<file path="src/shared/rtc_defs.vh">
`ifndef RTC_DEFS_VH
`define RTC_DEFS_VH

// ----------------------------------------
// command byte fields
// ----------------------------------------
`define RTC_CMD_RD_BIT 0
`define RTC_CMD_ADDR_LSB 1
`define RTC_CMD_ADDR_MSB 5
`define RTC_CMD_SPACE_BIT 6
`define RTC_CMD_VALID_BIT 7
`define RTC_BURST_ADDR 5'h1F

// ----------------------------------------
// address map and sizes
// ----------------------------------------
`define RTC_CAL_REGS 5'h08
`define RTC_RAM_WORDS 5'h1F
`define RTC_A_SEC 5'h00
`define RTC_A_MIN 5'h01
`define RTC_A_HOUR 5'h02
`define RTC_A_DATE 5'h03
`define RTC_A_MONTH 5'h04
`define RTC_A_DAY 5'h05
`define RTC_A_YEAR 5'h06
`define RTC_A_CTRL 5'h07

// ----------------------------------------
// register fields
// ----------------------------------------
`define RTC_HALT_BIT 7
`define RTC_H12_BIT 7
`define RTC_PM_BIT 5
`define RTC_WP_BIT 7

// ----------------------------------------
// reset values
// ----------------------------------------
`define RTC_RST_ZERO 8'h00
`define RTC_RST_ONE 8'h01

// ----------------------------------------
// timing
// ----------------------------------------
`define RTC_TB_FREQ_HZ 32768

`endif

</file>
<file path="src/hw/rtc_serial.v">
`timescale 1ns/1ps
`include "rtc_defs.vh"

// How it works
// - command bit 7 low blocks writes
// - bit 6 picks calendar or RAM
// - bits 1..5 give register address
// - bit 0: zero write, one read
// - command assembled LSB first
// - first eight bits after enable are command
// - enable high runs control and shifter
// - enable low aborts, data line released
// - bit period is fall then rise
// - sample on rise, drive on fall
// - write byte captured over next eight rises
// - extra single-write cycles are ignored
// - write data assembled from bit 0
// - single byte or burst up to 31
// - counts seconds through year, readable serially
// - date wraps at real month length
// - 24-hour or 12-hour with PM flag
// - every fourth year is leap
// - 31 bytes of scratch RAM
// - timekeeping runs from 32.768kHz timebase
// - read bits driven on falls, bit 0 first
// - data line released on each rise
// - enable held keeps read burst going
// - address 31 selects burst from 0
module rtc_serial #(
  parameter TB_DIV = `RTC_TB_FREQ_HZ,
  parameter BUF_W = 14
) (
  // system
  input wire clk,
  input wire resetn,
  // serial link
  input wire ce_pin,
  input wire sclk_pin,
  input wire dio_in,
  output reg dio_out_ff,
  output reg dio_oe_ff,
  // timebase
  input wire timebase_input_pin,
  output reg timebase_output_pin_ff,
  // status
  output reg write_protect_ff,
  output reg clock_halted_ff
);

  localparam PH_CMD = 2'b00, PH_WR = 2'b01, PH_RD = 2'b10, PH_DONE = 2'b11;

  // ----------------------------------------
  // functions
  // ----------------------------------------
  function [7:0] bcd_inc;
    input [7:0] v;
    input [7:0] lo;
    input [7:0] hi;
    begin
      if (v >= hi)
        bcd_inc = lo;
      else if (v[3:0] >= 4'h9)
        bcd_inc = {v[7:4] + 4'h1, 4'h0};
      else
        bcd_inc = {v[7:4], v[3:0] + 4'h1};
    end
  endfunction

  function [7:0] last_date;
    input [7:0] mo;
    input [7:0] yr;
    reg leap;
    begin
      leap = (~yr[4] & (yr[3:0] == 4'h0 | yr[3:0] == 4'h4 | yr[3:0] == 4'h8)) |
             (yr[4] & (yr[3:0] == 4'h2 | yr[3:0] == 4'h6));
      case (mo)
        8'h02: last_date = leap ? 8'h29 : 8'h28;
        8'h04, 8'h06, 8'h09, 8'h11: last_date = 8'h30;
        default: last_date = 8'h31;
      endcase
    end
  endfunction

  // ----------------------------------------
  // synchronisers
  // ----------------------------------------
  reg ce_s1_ff, ce_s2_ff, sclk_s1_ff, sclk_s2_ff, sclk_d_ff, dio_s1_ff, dio_s2_ff, tb_s1_ff, tb_s2_ff, tb_d_ff;

  always @(posedge clk or negedge resetn) begin
    if (!resetn) begin
      {ce_s1_ff, ce_s2_ff, sclk_s1_ff, sclk_s2_ff, sclk_d_ff} <= 5'h00;
      {dio_s1_ff, dio_s2_ff, tb_s1_ff, tb_s2_ff, tb_d_ff} <= 5'h00;
      timebase_output_pin_ff <= 1'b1;
    end else begin
      {ce_s1_ff, sclk_s1_ff, dio_s1_ff, tb_s1_ff} <= {ce_pin, sclk_pin, dio_in, timebase_input_pin};
      {ce_s2_ff, sclk_s2_ff, dio_s2_ff, tb_s2_ff} <= {ce_s1_ff, sclk_s1_ff, dio_s1_ff, tb_s1_ff};
      {sclk_d_ff, tb_d_ff} <= {sclk_s2_ff, tb_s2_ff};
      timebase_output_pin_ff <= ~tb_s2_ff;
    end
  end

  wire sclk_rise = sclk_s2_ff & ~sclk_d_ff, sclk_fall = ~sclk_s2_ff & sclk_d_ff, tb_rise = tb_s2_ff & ~tb_d_ff;

  // ----------------------------------------
  // one-second prescaler
  // ----------------------------------------
  reg [15:0] pre_ff;
  reg tick_ff;
  reg [7:0] sec_ff, min_ff, hour_ff, date_ff, month_ff, day_ff, year_ff, ctrl_ff;

  always @(posedge clk or negedge resetn) begin
    if (!resetn) begin
      {pre_ff, tick_ff} <= 17'h00000;
    end else begin
      tick_ff <= 1'b0;
      if (tb_rise && !sec_ff[`RTC_HALT_BIT]) begin
        if (pre_ff == TB_DIV - 1) begin
          pre_ff <= 16'h0000;
          tick_ff <= 1'b1;
        end else
          pre_ff <= pre_ff + 16'h0001;
      end
    end
  end

  // ----------------------------------------
  // write buffer (drain stalls on tick)
  // ----------------------------------------
  reg [BUF_W-1:0] buf_ff [0:1];
  reg buf_wp_ff, buf_rp_ff;
  reg [1:0] buf_cnt_ff;
  reg push;
  reg [BUF_W-1:0] push_data;
  wire buf_in_ready = (buf_cnt_ff != 2'b10);
  wire buf_out_valid = (buf_cnt_ff != 2'b00);
  wire buf_out_ready = ~tick_ff;
  wire do_push = push & buf_in_ready;
  wire do_pop = buf_out_valid & buf_out_ready;
  wire [BUF_W-1:0] pop_data = buf_ff[buf_rp_ff];
  wire pop_ram = pop_data[13];
  wire [4:0] pop_addr = pop_data[12:8];
  wire [7:0] pop_byte = pop_data[7:0];

  always @(posedge clk or negedge resetn) begin
    if (!resetn) begin
      {buf_wp_ff, buf_rp_ff, buf_cnt_ff} <= 4'h0;
      buf_ff[0] <= {BUF_W{1'b0}};
      buf_ff[1] <= {BUF_W{1'b0}};
    end else begin
      if (do_push) begin
        buf_ff[buf_wp_ff] <= push_data;
        buf_wp_ff <= ~buf_wp_ff;
      end
      if (do_pop)
        buf_rp_ff <= ~buf_rp_ff;
      if (do_push && !do_pop)
        buf_cnt_ff <= buf_cnt_ff + 2'b01;
      else if (do_pop && !do_push)
        buf_cnt_ff <= buf_cnt_ff - 2'b01;
    end
  end

  // ----------------------------------------
  // scratch RAM
  // ----------------------------------------
  reg [7:0] ram [0:30];
  wire wp = ctrl_ff[`RTC_WP_BIT];

  always @(posedge clk) begin
    if (do_pop && pop_ram && pop_addr < `RTC_RAM_WORDS && !wp)
      ram[pop_addr] <= pop_byte;
  end

  // ----------------------------------------
  // calendar
  // ----------------------------------------
  wire h12 = hour_ff[`RTC_H12_BIT];
  wire sec_c = (sec_ff[6:0] == 7'h59);
  wire min_c = sec_c & (min_ff == 8'h59);
  wire hr_c = min_c & (h12 ? (hour_ff[`RTC_PM_BIT] & hour_ff[4:0] == 5'h11) : (hour_ff[5:0] == 6'h23));
  wire date_c = hr_c & (date_ff == last_date(month_ff, year_ff));
  wire mon_c = date_c & (month_ff == 8'h12);
  reg [7:0] nxt_hour;
  wire [7:0] sec_inc = bcd_inc({1'b0, sec_ff[6:0]}, 8'h00, 8'h59);
  wire [7:0] h12_inc = bcd_inc({3'b000, hour_ff[4:0]}, 8'h01, 8'h12);
  wire [7:0] h24_inc = bcd_inc({2'b00, hour_ff[5:0]}, 8'h00, 8'h23);
  wire cal_wr = do_pop & ~pop_ram & (~wp | pop_addr == `RTC_A_CTRL);

  always @* begin
    nxt_hour = hour_ff;
    if (h12) begin
      if (hour_ff[4:0] == 5'h12)
        nxt_hour = {hour_ff[7:5], 5'h01};
      else if (hour_ff[4:0] == 5'h11)
        nxt_hour = {hour_ff[7:6], ~hour_ff[`RTC_PM_BIT], 5'h12};
      else
        nxt_hour = {hour_ff[7:5], h12_inc[4:0]};
    end else
      nxt_hour = {hour_ff[7:6], h24_inc[5:0]};
  end

  always @(posedge clk or negedge resetn) begin
    if (!resetn) begin
      {sec_ff, min_ff, hour_ff, year_ff, ctrl_ff} <= {5{`RTC_RST_ZERO}};
      {date_ff, month_ff, day_ff} <= {3{`RTC_RST_ONE}};
    end else if (tick_ff) begin
      sec_ff <= {sec_ff[7], sec_inc[6:0]};
      if (sec_c)
        min_ff <= bcd_inc(min_ff, 8'h00, 8'h59);
      if (min_c)
        hour_ff <= nxt_hour;
      if (hr_c) begin
        day_ff <= bcd_inc(day_ff, 8'h01, 8'h07);
        date_ff <= bcd_inc(date_ff, 8'h01, last_date(month_ff, year_ff));
      end
      if (date_c)
        month_ff <= bcd_inc(month_ff, 8'h01, 8'h12);
      if (mon_c)
        year_ff <= bcd_inc(year_ff, 8'h00, 8'h99);
    end else if (cal_wr) begin
      case (pop_addr)
        `RTC_A_SEC: sec_ff <= pop_byte;
        `RTC_A_MIN: min_ff <= pop_byte;
        `RTC_A_HOUR: hour_ff <= pop_byte;
        `RTC_A_DATE: date_ff <= pop_byte;
        `RTC_A_MONTH: month_ff <= pop_byte;
        `RTC_A_DAY: day_ff <= pop_byte;
        `RTC_A_YEAR: year_ff <= pop_byte;
        `RTC_A_CTRL: ctrl_ff <= {pop_byte[`RTC_WP_BIT], 7'h00};
        default: ;
      endcase
    end
  end

  always @(posedge clk or negedge resetn) begin
    if (!resetn)
      {write_protect_ff, clock_halted_ff} <= 2'h0;
    else
      {write_protect_ff, clock_halted_ff} <= {wp, sec_ff[`RTC_HALT_BIT]};
  end

  // ----------------------------------------
  // serial engine
  // ----------------------------------------
  reg [1:0] phase_ff;
  reg [2:0] bit_ff;
  reg [7:0] sr_ff;
  reg [7:0] out_sr_ff;
  reg ram_sel_ff, burst_ff;
  reg [4:0] addr_ff;
  reg [7:0] rd_byte;
  wire [7:0] nxt_sr = {dio_s2_ff, sr_ff[7:1]};
  wire [4:0] lim = ram_sel_ff ? `RTC_RAM_WORDS : `RTC_CAL_REGS;
  // first fall of each byte loads it fresh, later falls shift
  wire [7:0] out_src = (bit_ff == 3'h0) ? rd_byte : out_sr_ff;

  always @* begin
    rd_byte = 8'h00;
    if (ram_sel_ff) begin
      if (addr_ff < `RTC_RAM_WORDS)
        rd_byte = ram[addr_ff];
    end else begin
      case (addr_ff)
        `RTC_A_SEC: rd_byte = sec_ff;
        `RTC_A_MIN: rd_byte = min_ff;
        `RTC_A_HOUR: rd_byte = hour_ff;
        `RTC_A_DATE: rd_byte = date_ff;
        `RTC_A_MONTH: rd_byte = month_ff;
        `RTC_A_DAY: rd_byte = day_ff;
        `RTC_A_YEAR: rd_byte = year_ff;
        `RTC_A_CTRL: rd_byte = ctrl_ff;
        default: rd_byte = 8'h00;
      endcase
    end
  end

  // host keeps the shift clock low when enabling, so no stale edge is seen
  always @(posedge clk or negedge resetn) begin
    if (!resetn) begin
      phase_ff <= PH_CMD;
      {bit_ff, sr_ff, out_sr_ff, ram_sel_ff, burst_ff, addr_ff, dio_out_ff, dio_oe_ff, push} <= 29'h0000000;
      push_data <= {BUF_W{1'b0}};
    end else begin
      push <= 1'b0;
      if (!ce_s2_ff) begin
        phase_ff <= PH_CMD;
        bit_ff <= 3'h0;
        dio_oe_ff <= 1'b0;
      end else if (sclk_rise) begin
        dio_oe_ff <= 1'b0;
        case (phase_ff)
          PH_CMD: begin
            sr_ff <= nxt_sr;
            bit_ff <= bit_ff + 3'h1;
            if (bit_ff == 3'h7) begin
              ram_sel_ff <= nxt_sr[`RTC_CMD_SPACE_BIT];
              burst_ff <= (nxt_sr[5:1] == `RTC_BURST_ADDR);
              addr_ff <= (nxt_sr[5:1] == `RTC_BURST_ADDR) ? 5'h00 :
                         nxt_sr[`RTC_CMD_ADDR_MSB:`RTC_CMD_ADDR_LSB];
              if (nxt_sr[`RTC_CMD_RD_BIT])
                phase_ff <= PH_RD;
              else if (nxt_sr[`RTC_CMD_VALID_BIT])
                phase_ff <= PH_WR;
              else
                phase_ff <= PH_DONE;
            end
          end
          PH_WR: begin
            sr_ff <= nxt_sr;
            bit_ff <= bit_ff + 3'h1;
            if (bit_ff == 3'h7) begin
              push <= 1'b1;
              push_data <= {ram_sel_ff, addr_ff, nxt_sr};
              if (burst_ff && addr_ff + 5'h01 < lim)
                addr_ff <= addr_ff + 5'h01;
              else
                phase_ff <= PH_DONE;
            end
          end
          default: ;
        endcase
      end else if (sclk_fall && phase_ff == PH_RD) begin
        dio_oe_ff <= 1'b1;
        bit_ff <= bit_ff + 3'h1;
        dio_out_ff <= out_src[0];
        out_sr_ff <= {1'b0, out_src[7:1]};
        if (bit_ff == 3'h7 && burst_ff)
          addr_ff <= (addr_ff + 5'h01 < lim) ? addr_ff + 5'h01 : 5'h00;
      end
    end
  end

endmodule

</file>
<file path="config.mk">
export PLATFORM = sky130hd
export DESIGN_NAME = rtc_serial
export DESIGN_NICKNAME = d
export VERILOG_FILES = /design/src/hw/rtc_serial.v
export VERILOG_INCLUDE_DIRS = /design/src /design/src/shared
export SDC_FILE = /design/constraint.sdc
export NUM_CORES = 1
export LEC_CHECK = 0
export CAP_MARGIN = 20
export CORE_MARGIN = 4
export CORE_UTILIZATION = 60
export CTS_BUF_LIST = sky130_fd_sc_hd__clkbuf_2
export DETAILED_ROUTE_END_ITERATION = 16
export DONT_BUFFER_PORTS = 1
export HOLD_SLACK_MARGIN = 0.15
export PLACE_DENSITY = 0.82
export RECOVER_POWER = 25
export SYNTH_ARGS = -nofsm -noshare
export SYNTH_HDL_FRONTEND = slang
export SYNTH_SLANG_ARGS = --single-unit
</file>
<file path="constraint.sdc">
create_clock -name clk -period 4.1 [get_ports clk]
set_input_delay 0.615 -clock clk [delete_from_list [all_inputs] [get_ports clk]]
set_output_delay 0.615 -clock clk [all_outputs]
set_load 0.01 [all_outputs]
</file>
==> impl_results.md, run 1 <==
- Buffers on Ports: 0
- Initial core utilization: 60.84%
- Die area: 34920 sq um
- Reg2Reg Launch Point: month_ff[0]
- Worst endpoint required time: 4920 ps
- Pre-antenna DRT Iters: 6
- Sw power: 1.768 mW
- Clock group share of total power: 36.5%
- Placer Congestion: 0.9746
- Synthesized cell area: 19200 sq um
- Top FF cell, synth: edfxtp_1
- IO Count: 11
- Clock root buffer: clkbuf_2
- Hold WS: 350.9 ps
- Post-synth EDFFs: 248
- Nets: 1592
- Layout cells sized above 1: 21.77%
- Post-Synth Adder-Cell Area: 3.650%
- Hold_sp: tb_s1_ff
- Mapped Cells: 1452
- Htree depth: 3
- Clock transition at path regs: 120 ps
- Crit Path Category: flop to flop
- Slew of the pin with the lowest slew margin: 2232 ps
- PwrDens: 350.2 nW/um^2
- First-pass GRT wire length: 73070 um
- Multiplexer area fraction after synthesis: 12.03%
- Clock Path Buffers: 3
- Placed Area: 19630 sq um
- CP arrival: 4450 ps
- Met3 usage: 7.036%
- Die Wd: 186.9 um
- Worst-Skew Late Latency: 1030 ps
- # setup viols final: 0
- Internal power: 5.460 mW
- Synth top area cells: edfxtp_1 39%, dfrtp_1 21%, mux2_2 5.6%
- Fmax: 275.6 MHz
- TritonCTS Buffers: 101
- RSZ-0062 raised after global routing: no
- Yosys top cell area share: 38.79%
- Dpl hpwl: 29920 um
- Sequential power share: 61.7%
- Worst vdd ir: 0.2457 mV
- Synth Register Bits: 410
- Synth Warn #: 0
- Register area share after synthesis: 59.94%
- Distinct cells, synth: 82
- Family with the most delay on the worst path: simple AND/OR/NAND/NOR gates
- Clock Skew: 112.9 ps
- Most used routing layer: met2
- Routing usage on met2: 40.44%
- Crit-path slowest cell: dfstp_2
- Min-delay worst type: flop to flop
- Min cycle time layout: 3628 ps
- CTS sink cnt: 410
- CP Launch Type: flop
- P_leak: 7.335 nW
- DR WL/cell: 23.02 um
- Final Hold Viols: 0
- Finished Layout Cells: 2009
- Die H: 186.9 um
- Crit-path most repeated cell: ha_1
- Top cells by count, synth: 248 x edfxtp_1, 158 x dfrtp_1, 104 x nor2_1
- Slew Viols, Final: 163
- Placed Cells incl. Taps: 1818
- Syn Nets: 1514
- Critical Path Start: month_ff[0]
- Syn_area_per_cell: 13.22 sq um
- DR vias/cell: 6.556
- Cell Rows: 65
- Total Neg Setup Slack: 0 ps
- Fillers: 2273
- Met1 usage: 36.38%
- Overall Global Routing Usage: 26.42%
- CTS tree: yes
- Period utilisation layout: 88.50%
- WL final: 46250 um
- Gate power share: 1.9%
- CP cell instances: ha_1 -> nor2b_1 -> nand2_1 -> a21oi_1 -> o21a_1 -> nor2_1 -> ha_1 -> nand4_1 -> nor4b_1 -> nand3_1 -> and2_0 -> o32a_1
- Top-count cell post-synth: edfxtp_1
- Core area: 31560 sq um
- Max-Cap Viols: 1
- Largest family of logic cells by synthesized area: multiplexers
- Vias in the first global route: 13249
- First DRT Iteration DRCs: 1455
- Switching Share: 24.46%
- CP Capture Type: flop
- Status: complete, but fails checks
- Violated checks: max-capacitance violations, max-slew violations
- FFs w/ async S/R, synth: 39.51%
- DRC viols: 0
- Post-route ant nets: 0
- Final Instance Area: 20640 sq um
- Initial antenna violation count: 2
- Simple-gate share of the synthesized area: 9.633%
- Synth Area in XOR/XNOR: 0.9125%
- Largest net degree at the start of global routing: 163
- Gr ovfl total: 0
- Worst slew margin: -48.83%
- Post-synthesis compound-gate area fraction: 11.07%
- Critical-path maximum fanout: 7
- WP buf/inv: 0
- Cell type with the largest total area after synthesis: edfxtp_1
- Max incr delay on CP: 610 ps
- DR vias: 13172
- Synth-to-Final Area Change: 7.502%
[per-layer routing]
metal	vias up	routed length, um
li1	5791	-
met1	6420	18140
met2	804	21370
met3	157	4848
met4	0	1894
met5	-	0
[cells by family after synthesis]
| logic type | Yosys count |
|---|---|
| AO/OA/AOI/OAI | 306 |
| XOR/XNOR | 20 |
| adder cells (fa/ha/maj) | 56 |
| buffers and inverters | 133 |
| flip-flops | 410 |
| multiplexers | 165 |
| AND/OR/NAND/NOR | 362 |
[metrics by stage]
step | util [%] | total power [mW] | setup WS (ps)
final | 65.40 | 7.228 | 471.6
after global routing | 65.40 | 7.565 | 233.3
after global placement | 62.20 | 4.634 | 747.2
after floorplan | - | 4.605 | 828.8
after detailed placement | 62.20 | 4.641 | 650.5
after CTS | 65.39 | 7.291 | 576.9
[placed cells by master, fill, tap and decap left out, types with 8 or more instances in the layout]
cell,instances
a31oi_1,15
a21oi_1,60
o32a_1,9
a211oi_1,9
o21ai_0,57
o31ai_1,9
a22o_1,11
nor3_1,23
o22ai_1,27
ha_1,56
dfrtp_1,156
dlygate4sd3_1,9
nor2b_1,15
or2_2,8
nand4_1,16
clkinv_1,24
a22oi_1,18
clkbuf_2,144
inv_1,72
nor2_1,105
edfxtp_1,248
buf_4,21
mux4_2,42
nand3_1,35
mux2_2,95
xnor2_1,13
nand2_1,72
and3_1,16
mux2i_1,26
nand2b_1,21
o211ai_1,8
[power groups by stage]
| stage | Sequential, mW | Combinational [mW] | Clock [mW] |
|---|---|---|---|
| after global placement | 4.54 | 0.0924 | 0 |
| after detailed placement | 4.54 | 0.0974 | 0 |
| after floorplan | 4.52 | 0.0852 | 0 |
| after global routing | 4.47 | 0.153 | 2.94 |
| after CTS | 4.45 | 0.140 | 2.70 |
| final | 4.46 | 0.135 | 2.64 |
[sequential cells by signal (all words and copies together) (netlist names), 7 cells and up]
name	cells
hour_ff	8
day_ff	8
month_ff	8
year_ff	8
sec_ff	8
buf_ff	28
ram	248
push_data	14
pre_ff	16
min_ff	8
sr_ff	7
out_sr_ff	7
date_ff	8
[layout make-up]
class | count | area, sq um | share of cell area (%)
timing repair buffer | 35 | 294.0 | 1.425
clock inverter | 32 | 166.4 | 0.8064
sequential | 410 | 11510 | 55.78
clock buffer | 144 | 720.7 | 3.492
multi-input combinational | 909 | 7158 | 34.69
tap | 402 | 503.0 | 2.437
inverter | 73 | 274.0 | 1.328
antenna | 4 | 10.01 | 0.04850
[final timing paths]
| path | to | slack, ps | cells after the start |
|---|---|---|---|
| min in group asynchronous | month_ff[7] | 860 | 2 |
| hold / removal | tb_s2_ff | 350 | 0 |
| setup / recovery | month_ff[4] | 470 | 12 |
| max in group asynchronous | addr_ff[0] | 1550 | 2 |
| hold reg to reg | tb_s2_ff | 350 | 0 |
| setup reg to reg | month_ff[4] | 470 | 12 |
[timing repair]
item                                   CTS  global route
gates resized for setup                  0             0
hold buffers                            10             0
buffers inserted                         0             0
endpoints found under the hold margin  166             0
No activity file was read; power rests on OpenSTA's default activity.
==> inputs of run 2 (changes only) <==
--- a/config.mk
+++ b/config.mk
@@ -9,10 +9,10 @@
 export CAP_MARGIN = 20
 export CORE_MARGIN = 4
-export CORE_UTILIZATION = 60
+export CORE_UTILIZATION = 45
 export CTS_BUF_LIST = sky130_fd_sc_hd__clkbuf_2
 export DETAILED_ROUTE_END_ITERATION = 16
 export DONT_BUFFER_PORTS = 1
 export HOLD_SLACK_MARGIN = 0.15
-export PLACE_DENSITY = 0.82
+export PLACE_DENSITY = 0.66
 export RECOVER_POWER = 25
 export SYNTH_ARGS = -nofsm -noshare
==> constraint.sdc (replaced) <==
create_clock -name clk -period 4.1 [get_ports clk]
set_input_delay 0.82 -clock clk [delete_from_list [all_inputs] [get_ports clk]]
set_output_delay 0.82 -clock clk [all_outputs]
set_load 0.01 [all_outputs]
==> run 2 against run 1 <==
  * The run still ends with max-capacitance violations, max-slew violations left
  * Via count down 2.1%
  * Non-clock buffer count unchanged
  * Clock power up 5%
  * Highest routed layer unchanged
  * Utilization down 16 points
  * Global-route usage down 6.0 points
  * Register-to-register slack worse by 20 ps
  * Sequential power about the same
  * Routed wire length up 1.7%
  * Flip-flop and latch count unchanged
==> impl_results.md, run 2 (synthesized netlist as in run 1, its figures left out) <==
- First-pass GRT wire length: 74090 um (+1.4%)
- Clock root buffer: clkbuf_2
- CTS tree: yes
- Final Instance Area: 20900 sq um (+1.3%)
- Post-route ant nets: 0 (unchanged)
- Cell Rows: 75 (+15%)
- Switching Share: 24.44% (about the same)
- Synth-to-Final Area Change: 8.877%
- R2r endpoint: ram[22][1]
- Worst vdd ir: 0.1306 mV (-47%)
- Period utilisation layout: 89.05% (+0.55 points)
- CP arrival: 4300 ps (-150 ps)
- Total Neg Setup Slack: 0 ps (unchanged)
- Crit Path Category: flop to flop
- Die H: 214.5 um (+15%)
- DR vias: 12894 (-2.1%)
- P_leak: 7.389 nW (+0.74%)
- Most frequent cells in the layout: 248 x edfxtp_1, 155 x dfrtp_1, 147 x clkbuf_2
- RSZ-0062 raised after global routing: no
- FF-to-FF setup slack: 450 ps (-20 ps)
- Vias in the first global route: 12794 (-3.4%)
- Violated checks: max-capacitance violations, max-slew violations
- Reg2Reg Launch Point: buf_rp_ff
- Placer Congestion: 0.9367 (-3.9%)
- CTS sink cnt: 410 (unchanged)
- Core area: 42040 sq um (+33%)
- CP Launch Type: flop
- Status: complete, but fails checks
- Initial core utilization: 45.66% (-15 points)
- Slew Viols, Final: 163 (unchanged)
- Post-layout util: 49.72% (-16 points)
- IO Count: 11 (unchanged)
- DR WL/cell: 21.84 um (-5.1%)
- Commonest non-fill, non-tap cell in the layout: edfxtp_1
- R2R depth: 5 (-7)
- Hold WS: 338.5 ps (-12.37 ps)
- Final Hold Viols: 0 (unchanged)
- Post-cts repair resize count: 0 (unchanged)
- First DRT Iteration DRCs: 1427 (-1.9%)
- Nets: 1594 (+0.13%)
- Htree depth: 3 (unchanged)
- Die Wd: 214.5 um (+15%)
- # setup viols final: 0 (unchanged)
- Gate power share: 1.8% (about the same)
- Top register by number of flip-flops: ram
- Layout cells sized above 1: 22.32% (+0.55 points)
- Dpl hpwl: 30450 um (+1.8%)
- CP Capture Type: flop
- Top Registers: ram: 248 flops, buf_ff: 28 flops, pre_ff: 16 flops
- Worst endpoint required time: 4750 ps (-170 ps)
- DR vias/cell: 5.989 (-8.7%)
- Buffers on Ports: 0 (unchanged)
- Gr ovfl total: 0 (unchanged)
- Worst slew margin: -51.69% (-2.9 points)
- WHS Endpoint: ce_s1_ff
- Sequential power share: 60.6% (-1.1 points)
- Placed Area: 19820 sq um (+0.99%)
- Fmax: 273.9 MHz (-0.62%)
- Slew of the pin with the lowest slew margin: 2275 ps (+42.93 ps)
- Crit-path slowest cell: clkbuf_1
- Initial antenna violation count: 1 (-1)
- Max-Cap Viols: 1 (unchanged)
- Pre-antenna DRT Iters: 8 (+2)
- Overall Global Routing Usage: 20.41% (-6.0 points)
- Critical-path maximum fanout: 16 (+9)
- Max FFs per register: 248 (unchanged)
- Clock Path Buffers: 3 (unchanged)
- PwrDens: 352.0 nW/um^2 (+0.50%)
- Hold_sp: ce_pin
- Clock group share of total power: 37.7% (+1.2 points)
- Clock transition at path regs: 110 ps (about the same)
- Sw power: 1.798 mW (+1.7%)
- CP cell instances: clkbuf_1 -> nor2b_1 -> a22oi_1 -> nand2b_1 -> nor2_1
- Internal power: 5.559 mW (+1.8%)
- TritonCTS Buffers: 103 (+2.0%)
- Largest net degree at the start of global routing: 163 (unchanged)
- DRC viols: 0 (unchanged)
- Clock Skew: 112.6 ps (-0.2600 ps)
- Min-delay worst type: input pin to flop
- Min cycle time layout: 3651 ps (+22.67 ps)
- Worst-Skew Late Latency: 1110 ps (+80 ps)
- Max incr delay on CP: 820 ps (+210 ps)
- Die area: 46030 sq um (+32%)
- WL final: 47030 um (+1.7%)
- Worst hold stages: 1 (+1)
run 2: worst max-delay path: cells and delay by family (launching register included):
| family | cells | cell delay [ps] |
|---|---|---|
| AOI/OAI and AO/OA | 1 | 290 |
| and+or+nand+nor | 3 | 1410 |
| DFF | 1 | 760 |
| buffers and inverters | 1 | 820 |
run 2: stage by stage:
| step | cells | power (mW) | setup slack [ps] |
|---|---|---|---|
| floorplan | 1452 | 4.605 | 828.8 |
| global placement | 1957 | 4.638 | 659.7 |
| detailed placement | 1957 | 4.643 | 613.0 |
| CTS | 2149 | 7.460 | 591.2 |
| global route | 2153 | 7.739 | 231.8 |
| finish | 2153 | 7.357 | 448.9 |
run 2: final cells by class:
class | instances | area, sq um
Fill cell | 3648 | 21140
Sequential cell | 410 | 11510
Multi-Input combinational cell | 909 | 7158
Clock buffer | 147 | 735.7
Tap cell | 539 | 674.4
Timing Repair Buffer | 35 | 316.6
Inverter | 73 | 274.0
Clock inverter | 39 | 227.7
Antenna cell | 1 | 2.502
run 2: worst max-delay path by stage:
stage	slack, ps	cells after the start	to	from
global route	230	5	ram[10][3]	buf_rp_ff
CTS	590	12	month_ff[5]	month_ff[0]
global placement	660	12	month_ff[5]	month_ff[0]
detailed placement	610	12	month_ff[4]	month_ff[0]
finish	450	5	ram[22][1]	buf_rp_ff
floorplan	830	12	addr_ff[4]	addr_ff[0]
run 2: power by group through the flow:
stage | clock [mW] | sequential (mW) | combinational (mW)
floorplan | 0 | 4.52 | 0.0852
finish | 2.77 | 4.45 | 0.132
global placement | 0 | 4.54 | 0.0951
global route | 3.12 | 4.47 | 0.150
CTS | 2.87 | 4.46 | 0.139
detailed placement | 0 | 4.54 | 0.0983
run 2: layer usage:
| layer | up-vias | share of wire [%] | GRT usage [%] |
|---|---|---|---|
| met4 | 0 | 2.8 | 7.629 |
| met3 | 95 | 7.1 | 4.478 |
| met2 | 535 | 47 | 32.67 |
| li1 | 5789 | - | - |
| met1 | 6475 | 43 | 27.55 |
| met5 | - | 0 | 0 |
run 2: what timing repair did:
item	in CTS	in global routing
buffers inserted	0	0
hold endpoints to repair	166	0
hold buffers	6	0
